--- src/design/sleep_gate_regs.svh ---
// register offsets, field positions, reset values for the sleep clock gating block
`ifndef SLEEP_GATE_REGS_SVH
`define SLEEP_GATE_REGS_SVH
`define RUN_GATE_OFFSET 12'h104
`define SLEEP_GATE_OFFSET 12'h114
`define DEEP_GATE_OFFSET 12'h124
`define MODE_CTRL_OFFSET 12'h1f0
`define GATE_RESET 32'h00000000
`define GATE_IMPL_MASK 32'h01071013
`define MODE_CTRL_RESET 32'h00000000
`define BIT_COMPARATOR_ZERO 24
`define BIT_GP_COUNTER_TWO 18
`define BIT_GP_COUNTER_ONE 17
`define BIT_GP_COUNTER_ZERO 16
`define BIT_TWO_WIRE_ZERO 12
`define BIT_SYNC_SERIAL_ZERO 4
`define BIT_ASYNC_SERIAL_ONE 1
`define BIT_ASYNC_SERIAL_ZERO 0
`define MODE_AUTO_GATE_BIT 0
`define NUM_UNITS 8
`endif

--- src/design/sleep_gate_pkg.sv ---
// types for the sleep clock gating block
package sleep_gate_pkg;
  typedef enum logic [2:0] {
    PWR_RUN = 3'b001,
    PWR_SLEEP = 3'b010,
    PWR_DEEP = 3'b100
  } power_mode_e;

  typedef struct packed {
    logic comparator_zero_gate;
    logic gp_counter_two_gate;
    logic gp_counter_one_gate;
    logic gp_counter_zero_gate;
    logic two_wire_zero_gate;
    logic sync_serial_zero_gate;
    logic async_serial_one_gate;
    logic async_serial_zero_gate;
  } unit_gate_s;

  typedef struct packed {
    logic cyc;
    logic stb;
    logic we;
    logic [3:0] sel;
    logic [11:0] adr;
    logic [31:0] dat;
  } wb_req_s;
endpackage

--- src/design/unit_access_guard.sv ---
// per-unit access guard: answers a unit bus request with a fault when the unit is gated
`timescale 1ns/10ps
module unit_access_guard
  import sleep_gate_pkg::*;
#(
  parameter int N = 8
) (
  input wire logic [N-1:0] clk_en,
  input wire logic [N-1:0] unit_req,
  input wire logic [N-1:0] unit_ack_in,
  output logic [N-1:0] unit_req_out,
  output logic [N-1:0] unit_ack_out,
  output logic [N-1:0] unit_err_out
);
  // elaboration check: at least one guarded unit
  if (N < 1) begin : g_bad_n
    $error("unit_access_guard needs at least one unit");
  end

  // gated unit never sees the request; it is answered with an error instead
  genvar g;
  generate
    for (g = 0; g < N; g = g + 1) begin : gen_guard
      assign unit_req_out[g] = unit_req[g] & clk_en[g];
      assign unit_ack_out[g] = unit_ack_in[g] & clk_en[g];
      assign unit_err_out[g] = unit_req[g] & ~clk_en[g];
    end
  endgenerate
endmodule

--- src/design/sleep_clock_gating_reg.sv ---
// sleep mode clock gating register with run and deep sleep companions and unit access guard
//
// Behaviour
// - set bit clocks unit, clear bit disables it
// - access to gated unit gives bus fault
// - all gating bits reset to zero
// - run, sleep, deep sleep each own register
// - sleep settings apply only with auto gating
// - bit 24 gates analog comparator zero
// - bits 18,17,16 gate counters two,one,zero
// - bit 12 gates two-wire controller zero
// - bit 4 gates synchronous serial port zero
// - bits 1,0 gate async serial one, zero
// - reserved bits read zero, software preserves them
`timescale 1ns/10ps
`include "sleep_gate_regs.svh"
module sleep_clock_gating_reg
  import sleep_gate_pkg::*;
#(
  parameter int ADDR_W = 12
) (
  input wire logic core_clk,
  input wire logic rst_n,
  input wire logic wb_cyc_i,
  input wire logic wb_stb_i,
  input wire logic wb_we_i,
  input wire logic [3:0] wb_sel_i,
  input wire logic [ADDR_W-1:0] wb_adr_i,
  input wire logic [31:0] wb_dat_i,
  output logic [31:0] wb_dat_o,
  output logic wb_ack_o,
  output logic wb_err_o,
  input wire logic sleep_req,
  input wire logic deep_sleep_req,
  output logic [2:0] power_mode,
  output logic [7:0] unit_clk_en,
  input wire logic [7:0] unit_req,
  input wire logic [7:0] unit_ack_in,
  output logic [7:0] unit_req_out,
  output logic [7:0] unit_ack_out,
  output logic [7:0] unit_err_out
);
  if (ADDR_W != 12) begin : g_bad_addr_w
    $error("sleep_clock_gating_reg supports a 12-bit byte address only");
  end

  logic [31:0] run_gate_ff;
  logic [31:0] sleep_gate_ff;
  logic [31:0] deep_gate_ff;
  logic [31:0] mode_ctrl_ff;
  logic ack_ff;
  logic err_ff;
  logic [31:0] rdata_ff;
  power_mode_e mode_ff;
  power_mode_e nxt_mode;
  logic [31:0] byte_mask;
  logic [31:0] nxt_rdata;
  logic hit_run;
  logic hit_sleep;
  logic hit_deep;
  logic hit_mode;
  logic hit_any;
  logic req;
  logic wr;
  logic [31:0] active_gate;
  unit_gate_s gate_view;

  // new request: cycle with strobe, not yet answered
  assign req = wb_cyc_i & wb_stb_i & ~ack_ff & ~err_ff;
  assign wr = req & wb_we_i;

  // address decoding
  always_comb begin
    hit_run = 1'b0;
    hit_sleep = 1'b0;
    hit_deep = 1'b0;
    hit_mode = 1'b0;
    if (wb_adr_i == `RUN_GATE_OFFSET) begin
      hit_run = 1'b1;
    end else if (wb_adr_i == `SLEEP_GATE_OFFSET) begin
      hit_sleep = 1'b1;
    end else if (wb_adr_i == `DEEP_GATE_OFFSET) begin
      hit_deep = 1'b1;
    end else if (wb_adr_i == `MODE_CTRL_OFFSET) begin
      hit_mode = 1'b1;
    end
  end
  assign hit_any = hit_run | hit_sleep | hit_deep | hit_mode;

  // byte lanes expanded to a 32-bit mask, not yet limited to implemented bits
  always_comb begin
    byte_mask = {{8{wb_sel_i[3]}}, {8{wb_sel_i[2]}}, {8{wb_sel_i[1]}}, {8{wb_sel_i[0]}}};
  end

  // run mode gating register
  always_ff @(posedge core_clk or negedge rst_n) begin
    if (!rst_n) begin
      run_gate_ff <= `GATE_RESET;
    end else if (wr && hit_run) begin
      run_gate_ff <= (run_gate_ff & ~(byte_mask & `GATE_IMPL_MASK))
                   | (wb_dat_i & byte_mask & `GATE_IMPL_MASK);
    end
  end

  // sleep mode gating register, the main register of this block
  always_ff @(posedge core_clk or negedge rst_n) begin
    if (!rst_n) begin
      sleep_gate_ff <= `GATE_RESET;
    end else if (wr && hit_sleep) begin
      sleep_gate_ff <= (sleep_gate_ff & ~(byte_mask & `GATE_IMPL_MASK))
                     | (wb_dat_i & byte_mask & `GATE_IMPL_MASK);
    end
  end

  // deep sleep gating register
  always_ff @(posedge core_clk or negedge rst_n) begin
    if (!rst_n) begin
      deep_gate_ff <= `GATE_RESET;
    end else if (wr && hit_deep) begin
      deep_gate_ff <= (deep_gate_ff & ~(byte_mask & `GATE_IMPL_MASK))
                    | (wb_dat_i & byte_mask & `GATE_IMPL_MASK);
    end
  end

  // mode control: bit 0 is auto_clock_gating_enable
  always_ff @(posedge core_clk or negedge rst_n) begin
    if (!rst_n) begin
      mode_ctrl_ff <= `MODE_CTRL_RESET;
    end else if (wr && hit_mode && wb_sel_i[0]) begin
      mode_ctrl_ff[`MODE_AUTO_GATE_BIT] <= wb_dat_i[`MODE_AUTO_GATE_BIT];
    end
  end

  // power mode tracking from the sleep request inputs
  always_comb begin
    nxt_mode = PWR_RUN;
    if (deep_sleep_req) begin
      nxt_mode = PWR_DEEP;
    end else if (sleep_req) begin
      nxt_mode = PWR_SLEEP;
    end
  end

  always_ff @(posedge core_clk or negedge rst_n) begin
    if (!rst_n) begin
      mode_ff <= PWR_RUN;
    end else begin
      mode_ff <= nxt_mode;
    end
  end

  // pick the gating register for the current mode; sleep ones need auto gating
  always_comb begin
    active_gate = run_gate_ff;
    case (mode_ff)
      PWR_RUN: active_gate = run_gate_ff;
      PWR_SLEEP: begin
        if (mode_ctrl_ff[`MODE_AUTO_GATE_BIT]) begin
          active_gate = sleep_gate_ff;
        end
      end
      PWR_DEEP: begin
        if (mode_ctrl_ff[`MODE_AUTO_GATE_BIT]) begin
          active_gate = deep_gate_ff;
        end
      end
      default: active_gate = run_gate_ff;
    endcase
  end

  // map register bits onto the per-unit enables
  always_comb begin
    gate_view.comparator_zero_gate = active_gate[`BIT_COMPARATOR_ZERO];
    gate_view.gp_counter_two_gate = active_gate[`BIT_GP_COUNTER_TWO];
    gate_view.gp_counter_one_gate = active_gate[`BIT_GP_COUNTER_ONE];
    gate_view.gp_counter_zero_gate = active_gate[`BIT_GP_COUNTER_ZERO];
    gate_view.two_wire_zero_gate = active_gate[`BIT_TWO_WIRE_ZERO];
    gate_view.sync_serial_zero_gate = active_gate[`BIT_SYNC_SERIAL_ZERO];
    gate_view.async_serial_one_gate = active_gate[`BIT_ASYNC_SERIAL_ONE];
    gate_view.async_serial_zero_gate = active_gate[`BIT_ASYNC_SERIAL_ZERO];
  end

  // registered clock enables to the units
  always_ff @(posedge core_clk or negedge rst_n) begin
    if (!rst_n) begin
      unit_clk_en <= 8'h00;
    end else begin
      unit_clk_en <= gate_view;
    end
  end

  // read data mux, reserved bits zero
  always_comb begin
    nxt_rdata = 32'h00000000;
    if (hit_run) begin
      nxt_rdata = run_gate_ff & `GATE_IMPL_MASK;
    end else if (hit_sleep) begin
      nxt_rdata = sleep_gate_ff & `GATE_IMPL_MASK;
    end else if (hit_deep) begin
      nxt_rdata = deep_gate_ff & `GATE_IMPL_MASK;
    end else if (hit_mode) begin
      nxt_rdata = {31'h00000000, mode_ctrl_ff[`MODE_AUTO_GATE_BIT]};
    end
  end

  // bus answer: one wait state, ack for mapped, err for unmapped
  always_ff @(posedge core_clk or negedge rst_n) begin
    if (!rst_n) begin
      ack_ff <= 1'b0;
      err_ff <= 1'b0;
    end else begin
      ack_ff <= req & hit_any;
      err_ff <= req & ~hit_any;
    end
  end

  always_ff @(posedge core_clk or negedge rst_n) begin
    if (!rst_n) begin
      rdata_ff <= 32'h00000000;
    end else if (req && !wb_we_i) begin
      rdata_ff <= nxt_rdata;
    end
  end

  assign wb_ack_o = ack_ff & wb_cyc_i & wb_stb_i;
  assign wb_err_o = err_ff & wb_cyc_i & wb_stb_i;
  assign wb_dat_o = rdata_ff;
  assign power_mode = mode_ff;

  // fault for accesses to units whose clock is off
  unit_access_guard #(
    .N(`NUM_UNITS)
  ) u_guard (
    .clk_en(unit_clk_en),
    .unit_req(unit_req),
    .unit_ack_in(unit_ack_in),
    .unit_req_out(unit_req_out),
    .unit_ack_out(unit_ack_out),
    .unit_err_out(unit_err_out)
  );
endmodule

--- config.mk ---
export PLATFORM = sky130hd
export DESIGN_NAME = sleep_clock_gating_reg
export DESIGN_NICKNAME = d
export VERILOG_FILES = /design/src/design/sleep_gate_pkg.sv /design/src/design/unit_access_guard.sv /design/src/design/sleep_clock_gating_reg.sv
export VERILOG_INCLUDE_DIRS = /design/src /design/src/design
export SDC_FILE = /design/constraint.sdc
export NUM_CORES = 1
export LEC_CHECK = 0
export BUFFER_PORTS_ARGS = -buffer_cell sky130_fd_sc_hd__buf_4
export CELL_PAD_IN_SITES_DETAIL_PLACEMENT = 1
export CELL_PAD_IN_SITES_GLOBAL_PLACEMENT = 1
export CORE_UTILIZATION = 33
export DETAILED_ROUTE_END_ITERATION = 8
export PLACE_DENSITY_LB_ADDON = 0.1
export SYNTH_ARGS = -nofsm -noshare
export SYNTH_HDL_FRONTEND = slang
export SYNTH_SLANG_ARGS = --single-unit
--- constraint.sdc ---
create_clock -name core_clk -period 2.3 [get_ports core_clk]
set_input_delay 0.46 -clock core_clk [delete_from_list [all_inputs] [get_ports core_clk]]
set_output_delay 0.46 -clock core_clk [all_outputs]
set_load 0.005 [all_outputs]
* Word-level counts from Yosys, hierarchy flattened
Index checks and enable logic that the tools add are counted. Widths: inputs -> output; s select.
Storage, ports and cells: word-level logic and storage cells 97, memories kept 0, input bits 71, bits in writable memories 0, bits in latches 0, register bits 142, bits in read-only memories 0, output and inout bits 69
Operators by class: order comparisons 0, multiply operators 0, add/subtract/negate cells 0, reductions and logical operators 7, bitwise gates (word level) 56, equality and inequality tests 6, div/mod/pow operators 0, shift-type cells 0, mux-type cells 19
Operators by type and width (count):
- $mux 25 | 5
- $and 32x32->32 | 3
- $or 32x25->32 | 3
- $pmux 25 s2 | 1
- $eq 12x9->1 const B | 4
- $and 1x1->1 | 34
- $not 25->32 | 1
- $and 25x25->25 | 1
- $mux 1 | 11
- $not 1->1 | 11
- $logic_and 1x1->1 | 6
- $eq 3x2->1 const B | 1
- $eq 3x3->1 const B | 1
- $mux 3 | 1
- $or 1x1->1 | 3
- $mux 2 | 1
- $logic_not 1->1 | 1

* Logic depth before layout (Yosys ltp)
Gate-level depths: netlist of run 1.
word-level depth 9, mapped depth 5, gate-level depth less buffers 4

* Hierarchy
A second synthesis of run 1 with hierarchy kept.
Second synthesis, totals: cells, all modules 235, area total of the unflattened synthesis 2522.4 um^2
By module, submodules not included:
- sleep_clock_gating_reg | times used 1, seq. area each 1152.4 um^2, cells each 211, area each 2372.3 um^2
- unit_access_guard | times used 1, seq. area each 0.0 um^2, cells each 24, area each 150.1 um^2

* Least setup slack after synthesis of run 1
OpenSTA, ideal clock, no wires.
path kind input to register, start input wb_adr_i[1], end register with a tool-made name, path slack 0.311 ns, path buffers 1, required time 2.175 ns, stages on the path 5, library setup time 0.125 ns, data arrival time 1.864 ns, path through or4_4 -> nor3_4 -> buf_6 -> nand4_4 -> mux2_4
RTL lines:
- start, declared | line sleep_clock_gating_reg.sv:28 | input wire logic [ADDR_W-1:0] wb_adr_i,

==> impl_metrics.py, run 1 <==
metrics = {
    "clock_tree": {
        "cts_tree": "built",
        "path_clk_slew_ns": 0.08,
        "cts-htree-levels": 2,
        "cts_sinks": 46,
        "post_cts_resized": 0,
        "cts_setup_buffers": 0,
        "hold_buffers": 0,
        "numCtsBuffers": 5,
        "clk_latency_ns": 0.30,
        "cts_max_path_buffers": 2,
        "cts-root-buf": "clkbuf_8",
    },
    "layout": {
        "mostFrequentLayoutCells": "98 x buf_4, 45 x dfrtp_1, 24 x conb_1",
        "diodes": 0,
        "drive_gt1_share_pct": 41.98,
        "final_nets": 394,
        "final_common_cell": "buf_4",
        "fill_cells": 836,
        "area_growth_pct": 35.29,
    },
    "routing": {
        "avgViaCountPerCell": 4.771,
        "drt_iter0_markers": 57,
        "dr.pass1.iters": 6,
        "num_vias": 2018,
        "wl_per_cell_um": 15.14,
        "postRouteAntennaNets": 0,
        "routed_wl_um": 6404,
        "drc": 0,
    },
    "run_status": {
        "status": "completed",
    },
    "worst_setup_path": {
        "crit_type": "input port to register",
        "cp.required_ns": 2.48,
        "cp_max_fo": 13,
        "critPathCaptureType": "register",
        "startpoint_type": "input port",
        "arrival_ns": 2.09,
    },
    "timing": {
        "setup_viol": 0,
        "fin_ws_ns": 0.3939,
        "rsz0062_at_grt": "false",
        "tightest_slew_ns": 0.5897,
        "fmax_mhz": 524.6,
        "slew_headroom_pct": 60.68,
        "hold_viol": 0,
        "period_minus_slack_ns": 1.906,
        "clock-skew-final_ns": 0.009781,
        "drv_slew": 0,
        "finalSetupTns_ns": 0,
        "timing.final.crit_share_pct": 82.88,
    },
    "placed_design": {
        "dpl.hpwl_um": 4878,
        "portBuffers": 91,
        "post-place-ws_ns": 0.07543,
        "place.gp.congestion": 0.7564,
    },
    "synth": {
        "synth_cells": 226,
        "synth_warnings": 0,
        "ys_types": 37,
        "synthTopCellsByArea": "dfrtp_1 45%, buf_4 7.1%, mux2_2 7.1%",
        "syn-mean-instance-area_um2": 11.16,
        "syn_area_um2": 2521,
        "yosysTopAreaCell": "dfrtp_1",
        "ys_seq_elements": 46,
        "ys_seq_area_share_pct": 45.71,
        "synth_top_area_share_pct": 44.67,
    },
    "floorplan": {
        "die_w_um": 89.41,
        "die_y_um": 89.41,
        "die_area_um2": 7993,
        "row_count": 31,
        "initial_utilization_pct": 34.39,
        "io_pins": 140,
        "coreArea_um2": 7331,
    },
    "power": {
        "p_leak_nw": 1.749,
        "p_per_area_nw_per_um2": 511.8,
        "ir_drop_mv": 0.2268,
    },
    "grt": {
        "grt_pass1_wl_um": 9570,
        "grt_pass1_vias": 1858,
        "grt_max_degree": 47,
        "gr-usage-all-layers_pct": 16.47,
        "antenna_found_initial": 0,
        "overflow": 0,
    },
    "run": {
        "maxCapViolations": 0,
    },
    "hold_path": {
        "min_path_type": "input port to asynchronous set/reset pin",
    },
}
[per-layer routing]
layer / wire length [um] / vias to the layer above / track usage (%) / share of wire, %
li1: - / 962 / - / -
met1: 2776 / 977 / 21.86 / 43
met2: 3187 / 73 / 26.86 / 50
met3: 359 / 6 / 3.693 / 5.6
met4: 80 / 0 / 5.051 / 1.2
met5: 0 / - / 0 / 0
[logic make-up (layout without fill, tap and decap cells)]
kind of cell    count (synthesis)  in the layout  synth area share, %
simple gates                   78             78                20.45
flops                          46             46                45.71
compound gates                 35             35                10.07
mux                            33             33                14.79
buf+inv                        33            108                8.833
other cells                     1             24               0.1487
[worst paths after layout]
path | end | slack, ns | startpoint | cells past startpoint
max | register | 0.39 | wb_adr_i[1] | 6
min | asynchronous set/reset pin | 0.16 | rst_n | 1
max reg2reg | register | 0.54 | err_ff | 5
min reg2reg | wb_dat_o[1] | 0.48 | wb_dat_o[1] | 2
max in group asynchronous | unit_clk_en[2] | 1.75 | rst_n | 1
min in group core_clk | power_mode[0] | 0.26 | sleep_req | 2
[power by group]
group	switching, mW	internal (mW)	leakage, nW
combinational	0.0917	0.0880	1.04
sequential	0.00479	0.816	0.633
clock	0.282	0.464	0.0714
total	0.378	1.37	1.75
[metrics by stage]
| step | utilization (%) | area, um2 | power, mW | hold WS [ns] | std cells |
|---|---|---|---|---|---|
| finish | 46.53 | 3411 | 1.746 | 0.1552 | 423 |
| global route | 46.53 | 3411 | 1.819 | 0.1867 | 423 |
| floorplan | - | 2608 | 0.9216 | 0.1644 | 249 |
| detailed placement | 44.58 | 3268 | 1.020 | 0.4725 | 415 |
| global placement | 44.58 | 3268 | 1.016 | 0.4671 | 415 |
| CTS | 46.53 | 3411 | 1.763 | 0.1762 | 423 |
[layout make-up]
type                            count  area [um2]  share of cell area [%]
Tap cell                           99       123.9                   3.632
Clock buffer                        6       82.58                   2.421
Multi-Input combinational cell    170        1232                   36.13
Timing Repair Buffer               99       755.7                   22.16
Inverter                            1       3.754                  0.1101
Clock inverter                      2       60.06                   1.761
Sequential cell                    46        1152                   33.79
[synthesized netlist by cell type]
master	instances
dfrtp_1	45
buf_4	24
a22o_1	16
and2_1	16
mux2_2	16
nor2_1	15
nand4_1	11
nor2b_1	11
a21oi_1	8
mux2i_1	8
nand2_1	7
o31ai_1	7
mux2_1	6
clkbuf_1	5
mux2_4	3
nand4_4	3
and3_1	2
nor3b_2	2
o21ai_0	2
or3b_2	2
a31oi_1	1
and2b_1	1
buf_1	1
buf_2	1
buf_6	1
conb_1	1
dfstp_2	1
inv_1	1
nand2b_1	1
nand3_1	1
nand4bb_1	1
nor3_1	1
nor3_4	1
nor3b_1	1
o21ai_1	1
or3_1	1
or4_4	1
[worst max-delay path, cell delays in order]
cell and delay (ns):
buf_4 0.11, or4_4 0.55, nor3_4 0.23, buf_12 0.17, nand4_1 0.22, mux2_2 0.35
Power figures use the tool's default switching activity.
==> inputs of run 2 (changes only) <==
Settings changed: ABC_AREA set to 1, CORE_UTILIZATION 33 to 31.
Clock period 2.3 ns to 1.8 ns, I/O delays scaled along.
==> impl_metrics.py, run 2 <==
metrics = {
    "synth": {
        "synth_edf_count": 0,
        "postSynth.asyncResetShare_pct": 100.0,
        "yosysTopAreaCell": "dfrtp_1",
        "syn_area_um2": 2784,
        "yosysMostFrequentCell": "nand2_1",
        "synthSimpleGateAreaFrac_pct": 31.96,
        "muxShareOfSynthArea_pct": 0,
        "synthAdderAreaFrac_pct": 0,
        "synth_warnings": 0,
        "synth_flop_cell": "dfrtp_1",
        "ys_seq_area_share_pct": 41.39,
        "synth_top_family_by_area": "simple AND/OR/NAND/NOR gates",
        "syn-mean-instance-area_um2": 7.048,
        "ys_seq_elements": 46,
        "synthXorXnorAreaFrac_pct": 0,
        "synth_cells": 395,
        "synth_compound_area_share_pct": 9.169,
        "synthTopCellsByArea": "dfrtp_1 40%, nand2_1 14%, inv_1 9.2%",
        "netlist_top_cells_count": "107 x nand2_1, 68 x inv_1, 45 x dfrtp_1",
        "ys_types": 29,
        "synth_top_area_share_pct": 40.45,
    },
    "power": {
        "ir_drop_mv": 0.3081,
        "p_per_area_nw_per_um2": 580.7,
        "p_leak_nw": 2.107,
    },
    "timing": {
        "hold_viol": 0,
        "slew_headroom_pct": 58.80,
        "rsz0062_at_grt": "false",
        "fmax_mhz": 660.6,
        "clock-skew-final_ns": 0.008186,
        "period_minus_slack_ns": 1.514,
        "setup_viol": 0,
        "finalSetupTns_ns": 0,
        "drv_slew": 0,
        "timing.final.crit_share_pct": 84.10,
        "tightest_slew_ns": 0.6180,
    },
    "grt": {
        "gr-usage-all-layers_pct": 18.04,
        "overflow": 0,
        "grt_pass1_wl_um": 13750,
        "antenna_found_initial": 0,
        "grt_pass1_vias": 2768,
        "grt_max_degree": 47,
    },
    "routing": {
        "avgViaCountPerCell": 4.569,
        "routed_wl_um": 8088,
        "drc": 0,
        "postRouteAntennaNets": 0,
        "wl_per_cell_um": 13.30,
        "dr.pass1.iters": 4,
        "num_vias": 2778,
        "drt_iter0_markers": 78,
    },
    "worst_setup_path": {
        "cp_max_fo": 6,
        "r2r_end": "unit_clk_en[3]",
        "startpoint_type": "register",
        "arrival_ns": 1.76,
        "cp.required_ns": 2.04,
        "r2r-start": "power_mode[0]",
        "crit_chain": "inv_1 > nand2_1 > nand2_1 > inv_1 > a211o_1",
        "critPathCaptureType": "register",
        "r2r_setup_slack_ns": 0.29,
        "crit_type": "register to register",
        "r2r_cells": 5,
        "crit_family": "flip-flops",
        "worst_path_max_delay_cell": "dfstp_2",
        "cp.buffers_inverters": 2,
        "slowest_delay_ns": 0.54,
    },
    "run": {
        "maxCapViolations": 0,
    },
    "layout": {
        "drive_gt1_share_pct": 26.40,
        "final_nets": 570,
        "final_area_um2": 3681,
        "final_common_cell": "nand2_1",
        "mostFrequentLayoutCells": "107 x nand2_1, 103 x buf_4, 68 x inv_1",
        "diodes": 0,
        "area_growth_pct": 32.22,
    },
    "clock_tree": {
        "path_clk_slew_ns": 0.09,
        "cts-htree-levels": 2,
        "post_cts_resized": 0,
        "cts_tree": "built",
        "cts_sinks": 46,
        "numCtsBuffers": 5,
        "cts_setup_buffers": 0,
        "clk_latency_ns": 0.31,
        "hold_buffers": 0,
        "cts-root-buf": "clkbuf_8",
        "cts_max_path_buffers": 2,
    },
    "floorplan": {
        "die_w_um": 96.77,
        "coreArea_um2": 8721,
        "initial_utilization_pct": 31.92,
        "io_pins": 140,
        "row_count": 34,
        "die_y_um": 96.77,
        "die_area_um2": 9363,
    },
    "placed_design": {
        "place.gp.congestion": 0.7755,
        "dpl.hpwl_um": 6418,
        "dpl_cell_area_um2": 3571,
        "portBuffers": 91,
    },
    "hold_path": {
        "min_path_type": "input port to asynchronous set/reset pin",
    },
    "run_status": {
        "status": "completed",
    },
}
[run 2: cell count changes in the layout (fill, tap and decap cells not counted), sizes merged, moves of 11 or more]
cell   previous run  this run
nand3             1        36
inv               1        72
a22o             16         1
and2             16         0
nor2             15        41
mux2             25         0
nand2             7       111
nor2b            11         0
o21ai             3        29
[run 2: worst reg2reg max path, stage by stage, from the launching register on]
cell and delay [ns]:
dfstp_2 0.54, inv_1 0.05, nand2_1 0.24, nand2_1 0.16, inv_1 0.27, a211o_1 0.19
[run 2: how the worst max path moves through the flow]
stage                     end  slack, ns  cells after the start     startpoint
4_1_cts        unit_clk_en[3]       0.28                      5  power_mode[0]
3_3_place_gp     wb_dat_o[17]       0.15                      8    wb_adr_i[1]
3_5_place_dp     wb_dat_o[18]       0.13                      8    wb_adr_i[1]
2_1_floorplan        register       0.46                      9    wb_adr_i[1]
5_1_grt              register       0.16                      7         ack_ff
6_report       unit_clk_en[3]       0.29                      5  power_mode[0]
[run 2: layer usage]
metal	up-vias	track usage [%]	routed length [um]
met1	1283	23.72	3648
met3	13	3.179	390
met5	-	0	0
met4	0	4.937	114
met2	95	30.44	3935
li1	1387	-	-
[run 2: report_power, final]
group | leakage, nW | switching (mW) | total (mW) | internal, mW
Sequential | 0.589 | 0.00876 | 1.06 | 1.05
Combinational | 1.47 | 0.153 | 0.288 | 0.135
Clock | 0.0514 | 0.379 | 0.794 | 0.415
[run 2: logic make-up (layout without fill, tap and decap cells)]
group	Yosys count	in the layout
buf+inv	102	184
simple gates	200	200
other cells	1	24
compound gates	46	46
flops	46	46
[run 2: area by class of cell]
cell class	count	area (um2)
clock buffers	6	72.57
clock inverters	2	37.54
fillers	1150	5040
inverters	73	275.3
multi-input cells	270	1235
flip-flops and latches	46	1152
well taps	108	135.1
repair buffers	103	773.2
[run 2: through the flow]
step	hold WS [ns]	util, %	setup WS, ns	power [mW]	cells
after floorplan	0.06441	-	0.4630	1.210	418
after global placement	0.4156	40.95	0.1537	1.359	600
after detailed placement	0.4211	40.95	0.1280	1.368	600
after CTS	0.08403	42.21	0.2834	2.169	608
after global routing	0.1090	42.21	0.1551	2.230	608
final	0.06008	42.21	0.2863	2.138	608
